==> src/verilog/decode_pkg.sv <==
// package: encodings, phases and carriers for the branch/move/bank decoder
package decode_pkg;
  localparam logic [3:0] BRANCH_TOP = 4'hE;
  localparam logic [3:0] BRANCH_NO_OVERFLOW_OP_SUB = 4'h5;
  localparam logic [3:0] BNZ_SUB = 4'h1;
  localparam logic [3:0] MOVE_FIRST = 4'hC;
  localparam logic [3:0] MOVE_SECOND = 4'hF;
  localparam logic [7:0] BANK_LOAD_BYTE = 8'h01;
  localparam logic [20:0] PC_RESET = 21'h000000;
  localparam logic [7:0] BANK_RESET = 8'h00;
  localparam logic [1:0] Q_RESET = 2'h0;
  localparam logic [1:0] Q_LAST = 2'h3;
  localparam logic [20:0] PC_STEP = 21'h000002;

  typedef enum {
    ST_FETCH,
    ST_BRANCH_NOP,
    ST_MOVE_SECOND
  } state_type;

  typedef struct packed {
    logic req;
    logic wr;
    logic [11:0] addr;
    logic [7:0] wdata;
  } mem_req_type;
endpackage

==> src/verilog/quarter_phase.sv <==
// quarter-phase counter dividing each instruction cycle into four steps
`timescale 1ns/1ns
module quarter_phase
  import decode_pkg::*;
(
  input wire logic clk,
  input wire logic rst_n,
  output logic [1:0] q,
  output logic q_end
);
  logic [1:0] next_q;

  always_comb begin
    next_q = q + 2'h1;
  end

  always_ff @(posedge clk) begin
    if (!rst_n) begin
      q <= Q_RESET;
    end else begin
      q <= next_q;
    end
  end

  assign q_end = (q == Q_LAST);
endmodule

==> src/verilog/branch_move_decoder.sv <==
// decoder and sequencer for branch, memory move and bank-select load
`timescale 1ns/1ns
// Contract
// - With overflow clear the no-overflow branch loads PC with fetch address plus 2 plus 2n.
// - The no-overflow branch is one word 1110 0101 with a signed 8-bit offset.
// - A branch takes one cycle untaken and two taken, PC written in Q4, extra cycle idle.
// - The nonzero branch, 1110 0001 plus offset, redirects only while zero is clear.
// - The move reads source in cycle one, no read in cycle two, writes dest in its Q4.
// - The move is word 1100 with a 12-bit source then word 1111 with a 12-bit dest.
// - The move copies the source byte unchanged and leaves the source intact.
// - The bank load, byte 0000 0001 plus literal, writes the bank register in one cycle.
module branch_move_decoder
  import decode_pkg::*;
(
  // clock and reset
  input wire logic CLK,
  input wire logic RST_N,
  // instruction fetch
  input wire logic [15:0] INSTR,
  // status flags from the alu
  input wire logic OVERFLOW,
  input wire logic ZERO,
  // data memory
  input wire logic [7:0] MEM_RDATA,
  output mem_req_type MEM,
  // core state
  output logic [20:0] PC,
  output logic [7:0] BANK_SELECT,
  output logic [1:0] QPHASE,
  output logic BUSY
);
  logic [1:0] q;
  logic q_end;
  state_type state, next_state;
  logic [20:0] pc, next_pc;
  logic [7:0] bank, next_bank;
  logic [7:0] move_data, next_move_data;
  mem_req_type mem, next_mem;
  logic [20:0] offset;
  logic is_move_first;
  logic is_move_second;
  logic is_bank_load;
  logic is_no_overflow;
  logic is_nonzero;
  logic branch_taken;
  logic next_busy;
  logic [1:0] next_qphase;

  // -----------------------------------------------------------------
  // quarter phase of the instruction cycle
  // -----------------------------------------------------------------
  quarter_phase u_phase (
    .clk(CLK),
    .rst_n(RST_N),
    .q(q),
    .q_end(q_end)
  );

  // -----------------------------------------------------------------
  // instruction decode
  // -----------------------------------------------------------------
  always_comb begin
    is_move_first = (INSTR[15:12] == MOVE_FIRST);
    is_move_second = (INSTR[15:12] == MOVE_SECOND);
    is_bank_load = (INSTR[15:8] == BANK_LOAD_BYTE);
    is_no_overflow = (INSTR[15:12] == BRANCH_TOP) && (INSTR[11:8] == BRANCH_NO_OVERFLOW_OP_SUB);
    is_nonzero = (INSTR[15:12] == BRANCH_TOP) && (INSTR[11:8] == BNZ_SUB);
    // flags only matter at the last quarter, when the decision is taken
    branch_taken = (is_no_overflow && !OVERFLOW) ||
                   (is_nonzero && !ZERO);
    // signed offset, doubled, sign-extended to the counter width
    offset = {{12{INSTR[7]}}, INSTR[7:0], 1'b0};
  end

  // -----------------------------------------------------------------
  // cycle sequencer
  // -----------------------------------------------------------------
  always_comb begin
    next_state = state;
    case (state)
      ST_FETCH: begin
        if (q_end && is_move_first) begin
          next_state = ST_MOVE_SECOND;
        end else if (q_end && branch_taken) begin
          next_state = ST_BRANCH_NOP;
        end
      end
      ST_BRANCH_NOP: begin
        // idle cycle: the word on the fetch path is ignored
        if (q_end) begin
          next_state = ST_FETCH;
        end
      end
      ST_MOVE_SECOND: begin
        if (q_end) begin
          next_state = ST_FETCH;
        end
      end
      default: begin
        next_state = ST_FETCH;
      end
    endcase
  end

  always_ff @(posedge CLK) begin
    if (!RST_N) begin
      state <= ST_FETCH;
    end else begin
      state <= next_state;
    end
  end

  // -----------------------------------------------------------------
  // program counter
  // -----------------------------------------------------------------
  always_comb begin
    next_pc = pc;
    if (q_end) begin
      case (state)
        ST_FETCH: begin
          if (branch_taken) begin
            next_pc = pc + PC_STEP + offset;
          end else begin
            next_pc = pc + PC_STEP;
          end
        end
        ST_MOVE_SECOND: begin
          next_pc = pc + PC_STEP;
        end
        default: begin
          // extra branch cycle leaves the counter alone
          next_pc = pc;
        end
      endcase
    end
  end

  always_ff @(posedge CLK) begin
    if (!RST_N) begin
      pc <= PC_RESET;
    end else begin
      pc <= next_pc;
    end
  end

  // -----------------------------------------------------------------
  // bank-select register
  // -----------------------------------------------------------------
  always_comb begin
    next_bank = bank;
    if (state == ST_FETCH && q_end && is_bank_load) begin
      // full literal kept, only the low nibble is meaningful
      next_bank = INSTR[7:0];
    end
  end

  always_ff @(posedge CLK) begin
    if (!RST_N) begin
      bank <= BANK_RESET;
    end else begin
      bank <= next_bank;
    end
  end

  // -----------------------------------------------------------------
  // move data holding register
  // -----------------------------------------------------------------
  always_comb begin
    next_move_data = move_data;
    if (state == ST_FETCH && is_move_first && q == 2'h2) begin
      next_move_data = MEM_RDATA;
    end
  end

  always_ff @(posedge CLK) begin
    if (!RST_N) begin
      move_data <= 8'h00;
    end else begin
      move_data <= next_move_data;
    end
  end

  // -----------------------------------------------------------------
  // data memory requests
  // -----------------------------------------------------------------
  always_comb begin
    next_mem = '0;
    if (state == ST_FETCH && is_move_first && q == 2'h1) begin
      next_mem.req = 1'b1;
      next_mem.addr = INSTR[11:0];
    end
    // second word: no dummy read, write only in the last quarter
    if (state == ST_MOVE_SECOND && q_end && is_move_second) begin
      next_mem.req = 1'b1;
      next_mem.wr = 1'b1;
      next_mem.addr = INSTR[11:0];
      next_mem.wdata = move_data;
    end
  end

  always_ff @(posedge CLK) begin
    if (!RST_N) begin
      mem <= '0;
    end else begin
      mem <= next_mem;
    end
  end

  // -----------------------------------------------------------------
  // status outputs
  // -----------------------------------------------------------------
  always_comb begin
    next_busy = (next_state != ST_FETCH);
    next_qphase = q;
  end

  always_ff @(posedge CLK) begin
    if (!RST_N) begin
      QPHASE <= Q_RESET;
      BUSY <= 1'b0;
    end else begin
      QPHASE <= next_qphase;
      BUSY <= next_busy;
    end
  end

  // -----------------------------------------------------------------
  // outputs, all straight from registers
  // -----------------------------------------------------------------
  assign PC = pc;
  assign BANK_SELECT = bank;
  assign MEM = mem;
endmodule

==> config.mk <==
export PLATFORM = sky130hd
export DESIGN_NAME = branch_move_decoder
export DESIGN_NICKNAME = d
export VERILOG_FILES = /design/src/verilog/decode_pkg.sv /design/src/verilog/quarter_phase.sv /design/src/verilog/branch_move_decoder.sv
export SDC_FILE = /design/constraint.sdc
export NUM_CORES = 1
export LEC_CHECK = 0
export ABC_AREA = 1
export BUFFER_PORTS_ARGS = -buffer_cell sky130_fd_sc_hd__buf_2
export CAP_MARGIN = 15
export CORE_ASPECT_RATIO = 1.75
export CORE_MARGIN = 2
export CORE_UTILIZATION = 51
export CTS_CLUSTER_DIAMETER = 120
export DETAILED_ROUTE_END_ITERATION = 10
export MAX_ROUTING_LAYER = met4
export PLACE_DENSITY = 0.76
export SLEW_MARGIN = 20
export SYNTH_ARGS = -nofsm -noshare
export SYNTH_HDL_FRONTEND = slang
export SYNTH_SLANG_ARGS = --single-unit
==> constraint.sdc <==
create_clock -name CLK -period 2.5 [get_ports CLK]
set_input_delay 0.25 -clock CLK [delete_from_list [all_inputs] [get_ports CLK]]
set_output_delay 0.25 -clock CLK [all_outputs]
set_load 0.1 [all_outputs]
==> impl_metrics.py <==
metrics = {
    "worst_setup_path": {
        "worstSetupPathType": "register to register",
        "crit_path_end_kind": "register",
        "path_max_fanout": 4,
        "reg2reg_from": "PC[2]",
        "crit_path_start": "PC[2]",
        "required_ns": 2.73,
        "critical_path.startpoint_type": "register",
        "worstPathArrival_ns": 2.82,
    },
    "sta": {
        "skew_ns": 0.01079,
        "final_max_slew_viol_count": 0,
        "maxSlewHeadroom": 0.4694,
        "timing.final.ws_setup_ns": -0.09103,
        "fmax_mhz": 385.9,
        "tightestPinTransition_ns": 0.7959,
        "setup_violations": 10,
        "hold_viol_final": 0,
        "rsz0062_at_grt": "true",
        "period_share": 1.036,
        "min_period_ns": 2.591,
    },
    "yosys": {
        "yosys.area.top_type": "dfxtp_1",
        "ys_types": 41,
        "yosysTopAreaCellShare": 0.3730,
        "seq_area_frac_synth": 0.3730,
        "synthCells": 734,
        "yosysWarnings": 0,
        "syn_area_per_cell_sq_um": 6.946,
        "synth-edff-count": 0,
        "ys_seq_elements": 95,
        "synthArstFlopShare": 0,
        "netlist_area_sq_um": 5099,
        "synthTopCellsByArea": "dfxtp_1 37%, nand2_1 12%, inv_1 7.9%",
        "synth_flop_cell": "dfxtp_1",
    },
    "clock_network": {
        "clock_latency_ns": 0.35,
        "cts_buffers": 9,
        "cts.path.max_buffers": 2,
        "htree_levels": 3,
        "path_clk_slew_ns": 0.07,
        "clock-sinks": 95,
        "clock-root-buffer": "clkbuf_16",
        "cts_tree": "yes",
    },
    "min_path": {
        "hp-class": "input pin to register",
        "min_from": "INSTR[8]",
    },
    "floorplanning": {
        "io_pins": 82,
        "initial_core_util": 0.5208,
        "die_w_um": 79.58,
        "core_sq_um": 9789,
        "rows": 48,
        "dieHeight_um": 136.3,
        "dieArea_sq_um": 10840,
    },
    "drt": {
        "drtIter0Drc": 411,
        "ant_nets": 0,
        "vias_per_cell": 5.487,
        "vias": 5816,
        "wl_per_cell_um": 16.95,
        "drc": 0,
        "wl_um": 17970,
        "drt_first_pass_iters": 6,
    },
    "placement": {
        "place_ws_ns": -0.1919,
        "hpwl_um": 12060,
        "portBuffers": 80,
        "dp.cells": 1016,
        "place_congestion": 0.9937,
    },
    "global_route": {
        "grt_max_degree": 34,
        "grt-ovfl-total": 0,
        "grt_usage": 0.3181,
        "grt_pass1_wl_um": 25810,
        "antenna_found_initial": 0,
        "grt_pass1_vias": 5631,
    },
    "power_and_ir_drop": {
        "power_density_nw_per_um2": 432.7,
        "irDropWorstVdd_v": 0.0003677,
        "p_leak_nw": 3.745,
        "finalPower_mw": 3.184,
    },
    "layout": {
        "nFillCells": 688,
        "syn2layout_area_growth_pct": 44.32,
        "final-instance-count-excl-fill": 1060,
        "drive_gt1_frac": 0.3818,
        "antenna_cells": 0,
        "nets": 986,
    },
    "run": {
        "maxCapViolations": 0,
    },
    "run_status": {
        "status": "finished, violations left",
        "failed_checks": "setup timing",
    },
}
-- registers in the layout (all words and copies together), names as in the netlist --
signal	flops
BANK_SELECT	8
QPHASE	2
BUSY	1
PC	20
u_phase.q	2
MEM	22
move_data	8
state	32
-- power breakdown --
part / leakage [nW] / switching [mW] / internal [mW]
clock: 0.147 / 0.643 / 0.727
combinational: 2.81 / 0.172 / 0.101
sequential: 0.790 / 0.0104 / 1.53
-- path summary, 6_finish.rpt --
check,endpoint,slack (ns),depth (start not counted)
max reg2reg,PC[11],-0.09,15
max,PC[11],-0.09,15
min,MEM[16],0.14,3
min reg2reg,MEM[0],0.43,2
-- per-layer routing --
layer	track usage	vias up	share of wire
met4	0.2280	0	0.079
met2	0.5775	307	0.53
met1	0.2911	2734	0.33
met5	-	-	0
met3	0.05445	105	0.060
li1	-	2670	-
-- worst max-delay path: stages (launching register included) --
cell,delay (ns)
dfxtp_4,0.39
nand2_2,0.10
nor2_4,0.18
xor2_2,0.27
inv_1,0.09
ha_2,0.39
nand3_1,0.11
nand2_1,0.17
nand2_1,0.12
nand2_4,0.11
nand2_1,0.07
nand2_2,0.08
xnor2_1,0.13
nand2_1,0.10
nand2_1,0.10
a21oi_1,0.06
-- logic make-up (layout without fill, tap and decap cells) --
family                     Yosys count  count (layout)  share of synthesized area
adders and majority gates           28              28                    0.07018
DFF                                 95              95                     0.3730
xor gates and xnor gates            18              18                    0.03092
and+or+nand+nor                    361             361                     0.3099
other                                1              31                  0.0007355
AOI/OAI and AO/OA                  106             106                     0.1136
buffers and inverters              125             296                     0.1016
-- area by class of cell --
| class | instances | area [sq um] | area share |
|---|---|---|---|
| tap | 125 | 156.4 | 0.02125 |
| clock inverter | 6 | 57.56 | 0.007822 |
| multi-input combinational | 544 | 3461 | 0.4703 |
| clock buffer | 10 | 239.0 | 0.03248 |
| inverter | 111 | 416.7 | 0.05662 |
| timing repair buffer | 169 | 1076 | 0.1462 |
| sequential | 95 | 1952 | 0.2653 |
-- synth_stat cells, types with 2 or more instances --
master and count:
o21bai_1 4, nand3b_1 5, nand2_4 2, buf_6 5, xnor2_1 4, a21o_1 4
nand2_1 159, nand2_2 6, clkbuf_1 4, ha_1 27, or2_2 2, nor3_1 8
a21oi_1 51, buf_2 2, inv_1 107, inv_2 4, nand3_1 47, o21ai_1 2
nor2_2 11, buf_4 2, a21oi_2 3, xor2_1 14, o21a_1 2, dfxtp_1 95
nor2_1 105, nand3_2 2, nand4_1 8, o21ai_0 36
-- what timing repair did --
item                       in CTS  in global routing
hold buffers                    0                  0
setup endpoints to repair      12                 15
buffers inserted               14                 14
pin swaps                      33                 53
gates resized for setup        64                 72
-- metrics by stage --
| step | TNS, ns | cell area, sq um | utilization | hold slack (ns) |
|---|---|---|---|---|
| floorplan | -0.1515 | 5310 | - | 0.3622 |
| global placement | -0.3791 | 6223 | 0.6357 | 0.4112 |
| detailed placement | -1.063 | 6223 | 0.6357 | 0.4237 |
| CTS | -0.09625 | 6948 | 0.7097 | 0.1361 |
| global route | -1.699 | 7358 | 0.7517 | 0.1429 |
| finish | -0.4022 | 7358 | 0.7517 | 0.1367 |
-- placed cells by master (no fill, tap or decap), drive strengths merged, types with 3 or more instances in the layout --
cell | netlist | final
xnor2 | 4 | 4
o21bai | 4 | 4
nand4 | 8 | 8
nand3b | 5 | 5
xor2 | 14 | 14
nand2 | 167 | 167
nand3 | 49 | 49
inv | 111 | 115
o21ai | 39 | 39
buf | 9 | 169
conb | 1 | 31
a21oi | 54 | 54
nor2 | 117 | 117
or2 | 3 | 3
nor3 | 10 | 10
clkbuf | 5 | 10
ha | 27 | 27
a21o | 4 | 4
dfxtp | 95 | 95
No activity file was read; power rests on OpenSTA's default activity.
